[src/pmcsr_pkg.sv]
// Constants and carrier types of the power control and status register bank
package pmcsr_pkg;

  // ----------------------------------------------------------------
  // Register offsets and bus widths
  // ----------------------------------------------------------------
  localparam int          ADDR_W          = 12;
  localparam logic [11:0] OFS_CTRL        = 12'h000;
  localparam logic [11:0] OFS_CSTS        = 12'h004;

  // ----------------------------------------------------------------
  // Control register field positions
  // ----------------------------------------------------------------
  localparam int          CTRL_LPSEL_POS  = 0;
  localparam int          CTRL_SBSEL_POS  = 1;
  localparam int          CTRL_WCLR_POS   = 2;
  localparam int          CTRL_SCLR_POS   = 3;
  localparam int          CTRL_DETEN_POS  = 4;
  localparam int          CTRL_THR_LSB    = 5;
  localparam int          CTRL_THR_MSB    = 7;
  localparam int          CTRL_BKWEN_POS  = 8;
  localparam int          CTRL_FLPD_POS   = 9;
  localparam int          CTRL_SCALE_POS  = 14;

  // ----------------------------------------------------------------
  // Status register field positions
  // ----------------------------------------------------------------
  localparam int          CSTS_WAKE_POS   = 0;
  localparam int          CSTS_SBY_POS    = 1;
  localparam int          CSTS_BELOW_POS  = 2;
  localparam int          CSTS_BKRDY_POS  = 3;
  localparam int          CSTS_WPEN_POS   = 8;
  localparam int          CSTS_BKEN_POS   = 9;
  localparam int          CSTS_SCRDY_POS  = 14;

  // ----------------------------------------------------------------
  // Reset values and timing
  // ----------------------------------------------------------------
  localparam logic [31:0] CTRL_RST_VAL    = 32'h0000_4000;
  localparam logic [31:0] CSTS_RST_VAL    = 32'h0000_0000;
  localparam int          WCLR_DLY_CYC    = 2;
  localparam int          SYNC_STAGES     = 2;
  localparam int          NUM_SYNC        = 4;

  // ----------------------------------------------------------------
  // Carrier types
  // ----------------------------------------------------------------
  typedef struct packed {
    logic       scaling_sel;
    logic       flash_powerdown_in_stop;
    logic       backup_domain_write_enable;
    logic [2:0] detector_threshold_select;
    logic       supply_detector_enable;
    logic       deepsleep_standby_sel;
    logic       stop_regulator_lowpower_sel;
  } pmcsr_ctrl_t;

  typedef struct packed {
    logic scaling_ready_flag;
    logic backup_regulator_enable;
    logic wake_pin_function_enable;
    logic backup_regulator_ready_flag;
    logic supply_below_threshold_flag;
    logic standby_entered_flag;
    logic wake_event_flag;
  } pmcsr_csts_t;

  typedef enum logic [1:0] {
    PMCSR_IDLE = 2'b00,
    PMCSR_WAIT = 2'b01,
    PMCSR_ACC  = 2'b11
  } pmcsr_bus_st_t;

endpackage

[src/pmcsr_regs.sv]
// Power control and status register bank with its peripheral bus slave
//
// Overview of operation
// - Control bit 0 picks normal or low-power regulator in stop mode.
// - Control bit 1 picks stop (0) or standby (1) on deep sleep.
// - Writing 1 to control bit 2 clears wake flag two cycles later.
// - Writing 1 to control bit 3 clears the standby flag.
// - Control bit 4 enables the supply voltage detector.
// - Control bits 7:5 choose one of eight rising detector thresholds.
// - Control bit 8 permits backup domain writes; blocked after reset.
// - Control bit 9 powers the flash down on stop entry.
// - Control bit 14 picks scaling level 1 (1) or level 2 (0).
// - Control resets to 0x00004000, also on wake from standby.
// - Status resets to zero on power-on, survives standby wake except bit 8.
// - Status reads take one extra bus wait cycle.
// - Wake flag set by wake pin or any clock-calendar wake event.
// - Enabled wake pin raises an event while it is high.
// - Standby flag set on standby entry, cleared by power-on or strobe.
// - Status bit 9 enables backup regulator, bit 3 shows it ready.
// - Status bit 8 lets wake pin wake from standby; system reset clears.
// - Status bit 14 read-only, shows scaling level settled.
// - Standby entered on wait only with deep sleep, bit 1 set, wake flag 0.
`timescale 1ns/1ns
`default_nettype none
module pmcsr_regs (
  input  wire logic        mclk_i,
  input  wire logic        rst_b_i,
  input  wire logic        sys_rst_b_i,
  input  wire logic        psel_i,
  input  wire logic        penable_i,
  input  wire logic        pwrite_i,
  input  wire logic [11:0] paddr_i,
  input  wire logic [31:0] pwdata_i,
  output logic [31:0]      prdata_o,
  output logic             pready_o,
  output logic             pslverr_o,
  input  wire logic        wake_pin_i,
  input  wire logic        rtc_alarm_i,
  input  wire logic        rtc_tamper_i,
  input  wire logic        rtc_timestamp_i,
  input  wire logic        rtc_wakeup_i,
  input  wire logic        detector_below_i,
  input  wire logic        backup_regulator_ready_i,
  input  wire logic        scaling_ready_i,
  input  wire logic        deepsleep_i,
  input  wire logic        wait_instr_i,
  output pmcsr_pkg::pmcsr_ctrl_t ctrl_o,
  output logic             backup_regulator_enable_o,
  output logic             wake_pin_function_enable_o,
  output logic             standby_enter_o,
  output logic             stop_enter_o,
  output logic             flash_powerdown_o
);

  // ----------------------------------------------------------------
  // Input synchronisers
  // ----------------------------------------------------------------
  logic [3:0] async_in;
  logic [3:0] sync_in;
  logic       wake_pin_s;
  logic       below_s;
  logic       bk_rdy_s;
  logic       sc_rdy_s;

  assign async_in = {scaling_ready_i, backup_regulator_ready_i, detector_below_i, wake_pin_i};

  // One chain per external level
  genvar gi;
  generate
    for (gi = 0; gi < pmcsr_pkg::NUM_SYNC; gi++) begin : g_sync
      pmcsr_sync u_sync (
        .mclk_i  (mclk_i),
        .rst_b_i (rst_b_i),
        .async_i (async_in[gi]),
        .sync_o  (sync_in[gi])
      );
    end
  endgenerate

  assign wake_pin_s = sync_in[0];
  assign below_s    = sync_in[1];
  assign bk_rdy_s   = sync_in[2];
  assign sc_rdy_s   = sync_in[3];

  // ----------------------------------------------------------------
  // Bus slave state
  // ----------------------------------------------------------------
  pmcsr_pkg::pmcsr_bus_st_t st_ff, nxt_st;
  logic [31:0] prdata_ff, nxt_prdata;
  logic        pready_ff, nxt_pready;
  logic        pslverr_ff, nxt_pslverr;
  logic        setup;
  logic        hit_ctrl;
  logic        hit_csts;
  logic        wr_done;
  logic [31:0] ctrl_rd;
  logic [31:0] csts_rd;

  pmcsr_pkg::pmcsr_ctrl_t ctrl_ff, nxt_ctrl;
  pmcsr_pkg::pmcsr_csts_t csts_ff, nxt_csts;

  assign setup    = psel_i && !penable_i;
  assign hit_ctrl = (paddr_i == pmcsr_pkg::OFS_CTRL);
  assign hit_csts = (paddr_i == pmcsr_pkg::OFS_CSTS);
  assign wr_done  = psel_i && penable_i && pwrite_i && pready_ff;

  // Read images, strobes and reserved bits read zero
  always_comb begin
    ctrl_rd = 32'h0000_0000;
    ctrl_rd[pmcsr_pkg::CTRL_LPSEL_POS]  = ctrl_ff.stop_regulator_lowpower_sel;
    ctrl_rd[pmcsr_pkg::CTRL_SBSEL_POS]  = ctrl_ff.deepsleep_standby_sel;
    ctrl_rd[pmcsr_pkg::CTRL_DETEN_POS]  = ctrl_ff.supply_detector_enable;
    ctrl_rd[pmcsr_pkg::CTRL_THR_MSB:pmcsr_pkg::CTRL_THR_LSB] = ctrl_ff.detector_threshold_select;
    ctrl_rd[pmcsr_pkg::CTRL_BKWEN_POS]  = ctrl_ff.backup_domain_write_enable;
    ctrl_rd[pmcsr_pkg::CTRL_FLPD_POS]   = ctrl_ff.flash_powerdown_in_stop;
    ctrl_rd[pmcsr_pkg::CTRL_SCALE_POS]  = ctrl_ff.scaling_sel;
    csts_rd = 32'h0000_0000;
    csts_rd[pmcsr_pkg::CSTS_WAKE_POS]   = csts_ff.wake_event_flag;
    csts_rd[pmcsr_pkg::CSTS_SBY_POS]    = csts_ff.standby_entered_flag;
    csts_rd[pmcsr_pkg::CSTS_BELOW_POS]  = csts_ff.supply_below_threshold_flag;
    csts_rd[pmcsr_pkg::CSTS_BKRDY_POS]  = csts_ff.backup_regulator_ready_flag;
    csts_rd[pmcsr_pkg::CSTS_WPEN_POS]   = csts_ff.wake_pin_function_enable;
    csts_rd[pmcsr_pkg::CSTS_BKEN_POS]   = csts_ff.backup_regulator_enable;
    csts_rd[pmcsr_pkg::CSTS_SCRDY_POS]  = csts_ff.scaling_ready_flag;
  end

  // Bus sequencing, status reads get one wait cycle
  always_comb begin
    nxt_st      = st_ff;
    nxt_prdata  = prdata_ff;
    nxt_pready  = 1'b0;
    nxt_pslverr = 1'b0;
    case (st_ff)
      pmcsr_pkg::PMCSR_IDLE: begin
        if (setup) begin
          nxt_prdata  = 32'h0000_0000;
          nxt_pslverr = !(hit_ctrl || hit_csts);
          if (!pwrite_i && hit_csts) begin
            nxt_st = pmcsr_pkg::PMCSR_WAIT;
          end else begin
            nxt_st     = pmcsr_pkg::PMCSR_ACC;
            nxt_pready = 1'b1;
            if (!pwrite_i && hit_ctrl) begin
              nxt_prdata = ctrl_rd;
            end
          end
        end
      end
      pmcsr_pkg::PMCSR_WAIT: begin
        nxt_st     = pmcsr_pkg::PMCSR_ACC;
        nxt_pready = 1'b1;
        nxt_prdata = csts_rd;
      end
      pmcsr_pkg::PMCSR_ACC: begin
        nxt_st     = pmcsr_pkg::PMCSR_IDLE;
        nxt_prdata = 32'h0000_0000;
      end
      default: begin
        nxt_st = pmcsr_pkg::PMCSR_IDLE;
      end
    endcase
    if (!rst_b_i) begin
      nxt_st      = pmcsr_pkg::PMCSR_IDLE;
      nxt_prdata  = 32'h0000_0000;
      nxt_pready  = 1'b0;
      nxt_pslverr = 1'b0;
    end
  end

  // Bus slave registers
  always_ff @(posedge mclk_i) begin
    st_ff      <= nxt_st;
    prdata_ff  <= nxt_prdata;
    pready_ff  <= nxt_pready;
    pslverr_ff <= nxt_pslverr;
  end

  // ----------------------------------------------------------------
  // Control register and clear strobes
  // ----------------------------------------------------------------
  logic                             wr_ctrl;
  logic                             wr_csts;
  logic [pmcsr_pkg::WCLR_DLY_CYC-1:0] wclr_ff, nxt_wclr;
  logic                             sclr;

  assign wr_ctrl = wr_done && hit_ctrl;
  assign wr_csts = wr_done && hit_csts;
  assign sclr    = wr_ctrl && pwdata_i[pmcsr_pkg::CTRL_SCLR_POS];

  // Next control value, reset on power-on or standby wake
  always_comb begin
    nxt_ctrl = ctrl_ff;
    if (wr_ctrl) begin
      nxt_ctrl.stop_regulator_lowpower_sel = pwdata_i[pmcsr_pkg::CTRL_LPSEL_POS];
      nxt_ctrl.deepsleep_standby_sel       = pwdata_i[pmcsr_pkg::CTRL_SBSEL_POS];
      nxt_ctrl.supply_detector_enable      = pwdata_i[pmcsr_pkg::CTRL_DETEN_POS];
      nxt_ctrl.detector_threshold_select   =
        pwdata_i[pmcsr_pkg::CTRL_THR_MSB:pmcsr_pkg::CTRL_THR_LSB];
      nxt_ctrl.backup_domain_write_enable  = pwdata_i[pmcsr_pkg::CTRL_BKWEN_POS];
      nxt_ctrl.flash_powerdown_in_stop     = pwdata_i[pmcsr_pkg::CTRL_FLPD_POS];
      nxt_ctrl.scaling_sel                 = pwdata_i[pmcsr_pkg::CTRL_SCALE_POS];
    end
    // Wake-flag clear travels a two-stage delay line
    nxt_wclr = {wclr_ff[pmcsr_pkg::WCLR_DLY_CYC-2:0],
                wr_ctrl && pwdata_i[pmcsr_pkg::CTRL_WCLR_POS]};
    if (!rst_b_i || !sys_rst_b_i) begin
      // Each field taken from its own position of the reset image
      nxt_ctrl.stop_regulator_lowpower_sel = pmcsr_pkg::CTRL_RST_VAL[pmcsr_pkg::CTRL_LPSEL_POS];
      nxt_ctrl.deepsleep_standby_sel       = pmcsr_pkg::CTRL_RST_VAL[pmcsr_pkg::CTRL_SBSEL_POS];
      nxt_ctrl.supply_detector_enable      = pmcsr_pkg::CTRL_RST_VAL[pmcsr_pkg::CTRL_DETEN_POS];
      nxt_ctrl.detector_threshold_select   =
        pmcsr_pkg::CTRL_RST_VAL[pmcsr_pkg::CTRL_THR_MSB:pmcsr_pkg::CTRL_THR_LSB];
      nxt_ctrl.backup_domain_write_enable  = pmcsr_pkg::CTRL_RST_VAL[pmcsr_pkg::CTRL_BKWEN_POS];
      nxt_ctrl.flash_powerdown_in_stop     = pmcsr_pkg::CTRL_RST_VAL[pmcsr_pkg::CTRL_FLPD_POS];
      nxt_ctrl.scaling_sel                 = pmcsr_pkg::CTRL_RST_VAL[pmcsr_pkg::CTRL_SCALE_POS];
      nxt_wclr = '0;
    end
  end

  // Control registers
  always_ff @(posedge mclk_i) begin
    ctrl_ff <= nxt_ctrl;
    wclr_ff <= nxt_wclr;
  end

  // ----------------------------------------------------------------
  // Status register and mode entry
  // ----------------------------------------------------------------
  logic wake_evt;
  logic sby_go;
  logic stop_go;
  logic in_standby_ff, nxt_in_standby;
  logic sby_pls_ff, nxt_sby_pls;
  logic stop_pls_ff, nxt_stop_pls;
  logic flpd_ff, nxt_flpd;

  // Wake sources: enabled pin at high level or any calendar event
  assign wake_evt = (csts_ff.wake_pin_function_enable && wake_pin_s) ||
                    rtc_alarm_i || rtc_tamper_i || rtc_timestamp_i || rtc_wakeup_i;
  // Deep sleep entry decision on a wait instruction
  assign sby_go  = wait_instr_i && deepsleep_i && ctrl_ff.deepsleep_standby_sel &&
                   !csts_ff.wake_event_flag;
  assign stop_go = wait_instr_i && deepsleep_i && !ctrl_ff.deepsleep_standby_sel;

  // Next status; hardware set wins over clear
  always_comb begin
    nxt_csts = csts_ff;
    nxt_in_standby = in_standby_ff;
    if (sby_go) begin
      nxt_in_standby = 1'b1;
    end else if (wake_evt) begin
      nxt_in_standby = 1'b0;
    end
    if (wclr_ff[pmcsr_pkg::WCLR_DLY_CYC-1]) begin
      nxt_csts.wake_event_flag = 1'b0;
    end
    if (wake_evt) begin
      nxt_csts.wake_event_flag = 1'b1;
    end
    if (sclr) begin
      nxt_csts.standby_entered_flag = 1'b0;
    end
    if (sby_go) begin
      nxt_csts.standby_entered_flag = 1'b1;
    end
    nxt_csts.supply_below_threshold_flag = below_s && ctrl_ff.supply_detector_enable &&
                                           !in_standby_ff;
    nxt_csts.backup_regulator_ready_flag = bk_rdy_s && csts_ff.backup_regulator_enable;
    nxt_csts.scaling_ready_flag          = sc_rdy_s;
    if (wr_csts) begin
      nxt_csts.wake_pin_function_enable = pwdata_i[pmcsr_pkg::CSTS_WPEN_POS];
      nxt_csts.backup_regulator_enable  = pwdata_i[pmcsr_pkg::CSTS_BKEN_POS];
    end
    if (!sys_rst_b_i) begin
      nxt_csts.wake_pin_function_enable = 1'b0;
    end
    nxt_sby_pls  = sby_go;
    nxt_stop_pls = stop_go;
    nxt_flpd     = stop_go ? ctrl_ff.flash_powerdown_in_stop :
                   (wake_evt ? 1'b0 : flpd_ff);
    if (!rst_b_i) begin
      nxt_csts       = pmcsr_pkg::pmcsr_csts_t'(7'h00);
      nxt_in_standby = 1'b0;
      nxt_sby_pls    = 1'b0;
      nxt_stop_pls   = 1'b0;
      nxt_flpd       = 1'b0;
    end else if (!sys_rst_b_i) begin
      nxt_in_standby = 1'b0;
      nxt_sby_pls    = 1'b0;
      nxt_stop_pls   = 1'b0;
      nxt_flpd       = 1'b0;
    end
  end

  // Status registers
  always_ff @(posedge mclk_i) begin
    csts_ff       <= nxt_csts;
    in_standby_ff <= nxt_in_standby;
    sby_pls_ff    <= nxt_sby_pls;
    stop_pls_ff   <= nxt_stop_pls;
    flpd_ff       <= nxt_flpd;
  end

  // ----------------------------------------------------------------
  // Outputs, all from flops
  // ----------------------------------------------------------------
  assign prdata_o                   = prdata_ff;
  assign pready_o                   = pready_ff;
  assign pslverr_o                  = pslverr_ff;
  assign ctrl_o                     = ctrl_ff;
  assign backup_regulator_enable_o  = csts_ff.backup_regulator_enable;
  assign wake_pin_function_enable_o = csts_ff.wake_pin_function_enable;
  assign standby_enter_o            = sby_pls_ff;
  assign stop_enter_o               = stop_pls_ff;
  assign flash_powerdown_o          = flpd_ff;

endmodule
`default_nettype wire

[src/pmcsr_sync.sv]
// Two-flop synchroniser for a single level input
`timescale 1ns/1ns
`default_nettype none
module pmcsr_sync (
  input  wire logic mclk_i,
  input  wire logic rst_b_i,
  input  wire logic async_i,
  output logic      sync_o
);

  // ----------------------------------------------------------------
  // Synchroniser chain
  // ----------------------------------------------------------------
  logic meta_ff;
  logic sync_ff;
  logic nxt_meta;
  logic nxt_sync;

  // Next values, first stage feeds only the second
  always_comb begin
    nxt_meta = async_i;
    nxt_sync = meta_ff;
    if (!rst_b_i) begin
      nxt_meta = 1'b0;
      nxt_sync = 1'b0;
    end
  end

  // Register stages
  always_ff @(posedge mclk_i) begin
    meta_ff <= nxt_meta;
    sync_ff <= nxt_sync;
  end

  assign sync_o = sync_ff;

endmodule
`default_nettype wire
[config.mk]
export PLATFORM = sky130hd
export DESIGN_NAME = pmcsr_regs
export DESIGN_NICKNAME = d
export VERILOG_FILES = /design/src/pmcsr_pkg.sv /design/src/pmcsr_regs.sv /design/src/pmcsr_sync.sv
export SDC_FILE = /design/constraint.sdc
export NUM_CORES = 1
export LEC_CHECK = 0
export BUFFER_PORTS_ARGS = -buffer_cell sky130_fd_sc_hd__buf_2
export CAP_MARGIN = 20
export CORE_ASPECT_RATIO = 0.5
export CORE_MARGIN = 4
export CORE_UTILIZATION = 47
export CTS_BUF_LIST = sky130_fd_sc_hd__clkbuf_16
export DETAILED_ROUTE_END_ITERATION = 16
export HOLD_SLACK_MARGIN = 0.08
export PLACE_DENSITY_LB_ADDON = 0.25
export RECOVER_POWER = 25
export SLEW_MARGIN = 5
export SYNTH_ARGS = -nofsm -noshare
export SYNTH_HDL_FRONTEND = slang
export SYNTH_SLANG_ARGS = --single-unit
[constraint.sdc]
create_clock -name mclk_i -period 3.4 [get_ports mclk_i]
set_input_delay 0.68 -clock mclk_i [delete_from_list [all_inputs] [get_ports mclk_i]]
set_output_delay 0.68 -clock mclk_i [all_outputs]
set_load 0.05 [all_outputs]
==> summary.md, run 1 <==
| Metric | Value |
|---|---|
| Crit path largest cell delay | `740 ps` |
| Cell variety after synth | `35` |
| Worst r2r path cells | `3` |
| CP endpoint kind | `flip-flop` |
| Postcts setup bufs | `0` |
| Finished Core Util | `0.607` |
| FP Rows | `16` |
| DR vias/cell | `4.92` |
| DRC viols | `0` |
| Setup violators final | `0` |
| Grt ovf | `0` |
| Fin crit share | `0.653` |
| WP data required | `3570 ps` |
| Detailed Place HPWL | `3300 µm` |
| TritonCTS Buffers | `5` |
| CP arrival | `2390 ps` |
| Drt wl/cell | `13.2 µm` |
| Mapped Cells | `209` |
| Worst Skew | `3.95 ps` |
| CP cell instances | `clkbuf_1 -> nor4bb_1 -> buf_4 -> nand2_1 -> o41ai_1` |
| Slowest CP cell | `clkbuf_1` |
| Comb pwr share | `0.132` |
| Gr usage total | `0.166` |
| Worst rel slew slack | `0.309` |
| First-pass GRT wire length | `6770 µm` |
| Min-Delay Path Depth | `1` |
| Fillers | `365` |
| CTS resizes | `0` |
| Synth Register Bits | `45` |
| Antenna-violating nets left | `0` |
| Routability congestion estimate | `0.718` |
| Hold_buf cts | `0` |
| Min Tclk post-route | `2220 ps` |
| Final net count | `331` |
| Skew-Pair Late Insertion Delay | `280 ps` |
| Placed Area | `2210 µm²` |
| Root Buffer | `clkbuf_16` |
| PwrDens | `528 nW/µm²` |
| Share of post-route cells with drive strength above 1 | `0.290` |
| DRT Pass-1 Iters | `4` |
| Multi-input gate area | `875 µm²` |
| Die X | `98.7 µm` |
| Fin area | `2380 µm²` |
| Post-Synthesis Cell Area | `1930 µm²` |
| Sequential-to-total area share from yosys stat | `0.466` |
| Clk pwr share | `0.430` |
| Vias in the first global route | `1437` |
| Initial antenna violation count | `0` |
| CTS Buffer Depth | `2` |
| Synthesis warning total | `0` |
| Die area | `5270 µm²` |
| Vias | `1605` |
| Synthesized area per cell | `9.26 µm²` |
| Largest net degree at the start of global routing | `29` |
| Clock sinks | `45` |
| Sw Ratio | `0.258` |
| Total core area | `3920 µm²` |
| CTS tree | `yes` |
| H-tree Lvls | `2` |
| Initial DRC Count | `73` |
| Initial core utilization | `0.493` |
| Kind of critical path | `in2reg` |
| Worst vdd ir | `0.000278 V` |
| Setup TNS | `0 ps` |
| Sw Pwr | `0.324 mW` |
| Slew @ Worst Pin | `1040 ps` |
| Die H | `53.4 µm` |
| Top Ports | `108` |
| Worst Hold Class | `reg2reg` |
| Dpl ws | `1220 ps` |
| Post-route setup slack | `1180 ps` |
| Hold Fails Final Rpt | `0` |
| Input/output buffers | `65` |
| Register area | `901 µm²` |
| Reg power frac | `0.438` |
| Clock-pin slew on the worst setup and hold paths | `60 ps` |
| ANT cells | `0` |
| Area growth syn-to-layout | `23.0%` |
| RSZ-0062 raised after global routing | `false` |
| P_leak | `1.05 nW` |
| Peak Freq | `450 MHz` |
| Max cap viols | `0` |
| Outcome | `complete, no violations` |
| Int Pwr | `0.932 mW` |
| Final wirelength | `4290 µm` |
| Worst-path maximum fanout | `28` |
| Worst setup SP type | `primary input` |
| Slew Limit Fails | `0` |
| Total chip power | `1.26 mW` |
==> kinds of logic (layout without fill, tap and decap cells) <==
logic type	Yosys count	count (layout)	synth area share
other	1	21	0.00194
and+or+nand+nor	80	80	0.237
buffers and inverters	39	82	0.121
AOI/OAI and AO/OA	33	33	0.117
DFF	45	45	0.466
muxes	11	11	0.0569
==> final cells by class <==
class | instances | area share
Sequential cell | 45 | 0.379
Multi-Input combinational cell | 145 | 0.368
Timing Repair Buffer | 67 | 0.142
Clock buffer | 5 | 0.0526
Tap cell | 54 | 0.0284
Clock inverter | 3 | 0.0195
Inverter | 7 | 0.0110
==> metal layers <==
layer  share of wire  vias up  GRT usage  wire [µm]
met5               0        -          0          0
met4          0.0026        0     0.0544         11
met1            0.48      729      0.219       2050
met3           0.073        2     0.0487        313
met2            0.45       55      0.264       1920
li1                -      819          -          -
==> through the flow <==
step / hold WS, ps / cells
global route: 444 / 326
global placement: 410 / 318
floorplan: 395 / 229
detailed placement: 424 / 318
finish: 434 / 326
CTS: 433 / 326
==> power by group through the flow <==
stage / logic (mW) / registers [mW] / clock network, mW
after floorplan: 0.118 / 0.586 / 0
final: 0.166 / 0.550 / 0.540
after CTS: 0.166 / 0.550 / 0.555
after global placement: 0.164 / 0.561 / 0
after detailed placement: 0.166 / 0.562 / 0
after global routing: 0.178 / 0.552 / 0.573
==> flip-flops by register name, indices dropped and copies added (netlist names) <==
signal / cells
prdata_o: 11
ctrl_o: 9
csts_ff: 5
g_sync.u_sync.meta_ff: 4
g_sync.u_sync.sync_o: 4
st_ff: 2
wclr_ff: 2
backup_regulator_enable_o: 1
flash_powerdown_o: 1
in_standby_ff: 1
pready_o: 1
pslverr_o: 1
standby_enter_o: 1
stop_enter_o: 1
wake_pin_function_enable_o: 1
==> path summary, 6_finish.rpt <==
kind	from	end	slack, ps
setup / recovery	rst_b_i	prdata_o[5]$_SDFFE_PN0P_	1180
hold / removal	in_standby_ff$_SDFFE_PN0P_	csts_ff[2]$_SDFF_PN0_	430
setup reg to reg	st_ff[1]$_SDFFE_PN0P_	prdata_o[8]$_SDFFE_PN0P_	1980
hold reg to reg	in_standby_ff$_SDFFE_PN0P_	csts_ff[2]$_SDFF_PN0_	430
==> worst max-delay path, delay by kind of cell <==
| kind | cells | cell delay [ps] |
|---|---|---|
| simple gates | 2 | 440 |
| compound gates | 1 | 300 |
| buf+inv | 2 | 960 |
==> cells in the mapped netlist <==
cell type / number / share of area
dfxtp_1: 45 / 0.47
nand2_1: 23 / 0.045
buf_4: 21 / 0.082
nor2_1: 13 / 0.025
mux2i_1: 11 / 0.057
and2_1: 10 / 0.032
clkbuf_1: 9 / 0.017
inv_1: 7 / 0.014
nand4_1: 7 / 0.023
o21ai_0: 6 / 0.016
a22oi_1: 5 / 0.019
o21a_1: 5 / 0.019
o22ai_1: 5 / 0.016
and3_1: 4 / 0.013
nor2b_1: 4 / 0.013
nor4_1: 4 / 0.013
o41ai_1: 4 / 0.018
a31oi_1: 3 / 0.0097
nand4b_1: 3 / 0.014
a21oi_1: 2 / 0.0052
a32oi_1: 2 / 0.0091
nor3_1: 2 / 0.0052
or4_4: 2 / 0.012
a311oi_1: 1 / 0.0045
buf_2: 1 / 0.0026
buf_6: 1 / 0.0058
conb_1: 1 / 0.0019
nand2b_1: 1 / 0.0032
nand3_1: 1 / 0.0026
nand3b_1: 1 / 0.0039
nor4_2: 1 / 0.0065
nor4b_4: 1 / 0.012
nor4bb_1: 1 / 0.0052
or3b_1: 1 / 0.0045
or4b_2: 1 / 0.0052
==> layout by cell type, fill, tap and decap left out, drive strengths merged, types with 2 or more instances in the layout <==
| master | count |
|---|---|
| nor4 | 5 |
| inv | 7 |
| nor3 | 2 |
| nor2 | 13 |
| and2 | 10 |
| nand2 | 23 |
| clkbuf | 6 |
| a31oi | 3 |
| nand4 | 7 |
| a22oi | 5 |
| dfxtp | 45 |
| o41ai | 4 |
| o21a | 5 |
| and3 | 4 |
| conb | 21 |
| o22ai | 5 |
| buf | 66 |
| o21ai | 6 |
| nand4b | 3 |
| or4 | 2 |
| a21oi | 2 |
| a32oi | 2 |
| nor2b | 4 |
| mux2i | 11 |
Power figures use the tool's default switching activity.
==> inputs of run 2 (changes only) <==
--- a/config.mk
+++ b/config.mk
@@ -9,7 +9,7 @@
 export CAP_MARGIN = 20
 export CORE_ASPECT_RATIO = 0.5
 export CORE_MARGIN = 4
-export CORE_UTILIZATION = 47
+export CORE_UTILIZATION = 39
 export CTS_BUF_LIST = sky130_fd_sc_hd__clkbuf_16
 export DETAILED_ROUTE_END_ITERATION = 16
 export HOLD_SLACK_MARGIN = 0.08
==> constraint.sdc (replaced) <==
create_clock -name mclk_i -period 1.8 [get_ports mclk_i]
set_input_delay 0.36 -clock mclk_i [delete_from_list [all_inputs] [get_ports mclk_i]]
set_output_delay 0.36 -clock mclk_i [all_outputs]
set_load 0.05 [all_outputs]
==> run 2 against run 1 <==
Net effect:
- critical path depth is the same
- first-iteration DRC count shrank 27%
- non-clock buffer count increased by 5
- setup slack got worse by 930 ps
- cell count is 5.2% higher
- total power is 90% higher
- clock-buffer cell count is the same
- sequential power is 89% higher
- worst hold slack worse by 160 ps
- utilization is 7.9 points lower
- wire length rose by 6.5%
- die area grew 18%
- critical endpoint is now ctrl_o[0]$_SDFFE_PN0P_
==> summary.md, run 2 (synthesis gave the netlist of run 1 again) <==
| Metric | Value |
|---|---|
| Antenna-violating nets left | `0 (unchanged)` |
| CP endpoint kind | `flip-flop (unchanged)` |
| Metal-1 WL | `2080 µm (was 2050 µm)` |
| DRC viols | `0 (unchanged)` |
| Gr usage total | `0.150 (was 0.166)` |
| Largest net degree at the start of global routing | `21 (was 29)` |
| Slew Limit Fails | `0 (unchanged)` |
| WP data required | `2010 ps (was 3570 ps)` |
| Outcome | `complete, no violations (unchanged)` |
| CTS resizes | `0 (unchanged)` |
| Area growth syn-to-layout | `25.4% (was 23.0%)` |
| Hold Fails Final Rpt | `0 (unchanged)` |
| Setup TNS | `0 ps (unchanged)` |
| Postcts setup bufs | `0 (unchanged)` |
| Worst vdd ir | `0.000410 V (was 0.000278 V)` |
| Grt ovf | `0 (unchanged)` |
| P_leak | `1.07 nW (was 1.05 nW)` |
| Share of post-route cells with drive strength above 1 | `0.300 (was 0.290)` |
| CTS tree | `yes (unchanged)` |
| CP arrival | `1770 ps (was 2390 ps)` |
| Min-Delay Path Depth | `2 (was 1)` |
| Final wirelength | `4570 µm (was 4290 µm)` |
| DRT Pass-1 Iters | `4 (unchanged)` |
| Hold_buf cts | `0 (unchanged)` |
| Max cap viols | `0 (unchanged)` |
| Worst rel slew slack | `0.534 (was 0.309)` |
| Die H | `57.8 µm (was 53.4 µm)` |
| Die X | `108 µm (was 98.7 µm)` |
| Hold_sp | `pwdata_i[3] (was in_standby_ff$_SDFFE_PN0P_)` |
| First-pass GRT wire length | `7360 µm (was 6770 µm)` |
| Met3 wire length | `301 µm (was 313 µm)` |
| Worst Skew | `2.63 ps (was 3.95 ps)` |
| Final net count | `336 (was 331)` |
| Fillers | `437 (was 365)` |
| Fin crit share | `0.864` |
| RSZ-0062 raised after global routing | `false (unchanged)` |
| Top Ports | `108 (unchanged)` |
| Worst-path maximum fanout | `7 (was 28)` |
| Commonest cells after routing, fill and taps aside | `buf_2 (65), dfxtp_1 (45), nand2_1 (23), conb_1 (21), nor2_1 (13) (was buf_2 (64), dfxtp_1 (45), nand2_1 (23), conb_1 (21), nor2_1 (13))` |
| Total core area | `4590 µm² (was 3920 µm²)` |
| Worst r2r path cells | `3 (unchanged)` |
| Clock-pin slew on the worst setup and hold paths | `60 ps (about the same)` |
| DR vias/cell | `4.82 (was 4.92)` |
| Setup violators final | `0 (unchanged)` |
| Drt wl/cell | `13.3 µm (was 13.2 µm)` |
| Skew-Pair Late Insertion Delay | `280 ps (about the same)` |
| Input/output buffers | `65 (unchanged)` |
| CTS Buffer Depth | `2 (unchanged)` |
| Die area | `6220 µm² (was 5270 µm²)` |
| Vias in the first global route | `1534 (was 1437)` |
| Worst Hold Class | `in2reg (was reg2reg)` |
| Routability congestion estimate | `0.767 (was 0.718)` |
| Detailed Place HPWL | `3570 µm (was 3300 µm)` |
| H-tree Lvls | `2 (unchanged)` |
| Initial DRC Count | `53 (was 73)` |
| Peak Freq | `643 MHz` |
| Initial core utilization | `0.421 (was 0.493)` |
| Clock sinks | `45 (unchanged)` |
| Worst setup SP type | `primary input (unchanged)` |
| FP Rows | `17 (was 16)` |
| Min Tclk post-route | `1560 ps` |
| Slew @ Worst Pin | `698 ps (was 1040 ps)` |
| Max reg flops | `11 (unchanged)` |
| PwrDens | `982 nW/µm² (was 528 nW/µm²)` |
| Initial antenna violation count | `0 (unchanged)` |
| Total chip power | `2.38 mW (was 1.26 mW)` |
| Fin area | `2420 µm² (was 2380 µm²)` |
| Met2 routed WL | `2140 µm (was 1920 µm)` |
| Finished Core Util | `0.528 (was 0.607)` |
| Kind of critical path | `in2reg (unchanged)` |
| Vias | `1654 (was 1605)` |
| Placed Area | `2260 µm² (was 2210 µm²)` |
| Reg2reg start | `st_ff[0]$_SDFFE_PN0P_ (was st_ff[1]$_SDFFE_PN0P_)` |
| ANT cells | `0 (unchanged)` |
| Root Buffer | `clkbuf_16 (unchanged)` |
| Most common cell after layout, fill and taps aside | `buf_2 (unchanged)` |
| TritonCTS Buffers | `5 (unchanged)` |
| Worst Setup SP | `paddr_i[5] (was rst_b_i)` |
| Highest Signal Layer | `met4 (unchanged)` |
-- run 2: cell count changes in the layout (fill, tap and decap cells not counted), sizes merged --
cell / delta
buf: +5
-- run 2: area by class of cell --
class | instances | area, µm² | share of cell area
multi-input cells | 145 | 875 | 0.361
inverters | 7 | 26.3 | 0.0108
repair buffers | 72 | 374 | 0.154
clock buffers | 5 | 125 | 0.0516
flip-flops and latches | 45 | 901 | 0.372
well taps | 66 | 82.6 | 0.0341
clock inverters | 3 | 41.3 | 0.0170
-- run 2: final timing paths --
path	endpoint	slack, ps
worst max register to register	prdata_o[5]$_SDFFE_PN0P_	380
worst min register to register	csts_ff[2]$_SDFF_PN0_	420
worst min-delay path	csts_ff[1]$_SDFFE_PN0P_	280
worst max-delay path	ctrl_o[0]$_SDFFE_PN0P_	240
-- run 2: per-layer routing --
layer | vias to the layer above | global-route usage
met5 | - | 0
met4 | 0 | 0.0522
met3 | 8 | 0.0434
met2 | 60 | 0.248
met1 | 753 | 0.190
li1 | 833 | -
-- run 2: per-stage QoR --
| stage | hold slack (ps) | setup WS, ps | cells |
|---|---|---|---|
| 2_1_floorplan | 395 | 164 | 229 |
| 3_3_place_gp | 412 | -81.2 | 335 |
| 3_5_place_dp | 414 | -62.2 | 335 |
| 4_1_cts | 273 | 227 | 343 |
| 5_1_grt | 277 | 131 | 343 |
| 6_report | 277 | 244 | 343 |
-- run 2: critical path: stages --
cell and delay [ps]:
buf_2 100, or4_4 550, nor4b_4 330, buf_4 230, mux2i_1 190
-- run 2: power by group --
part           internal, mW  switching, mW  total, mW
Clock                 0.649          0.372       1.02
Sequential             1.02         0.0148       1.04
Combinational        0.0842          0.236      0.320
Total                  1.76          0.623       2.38
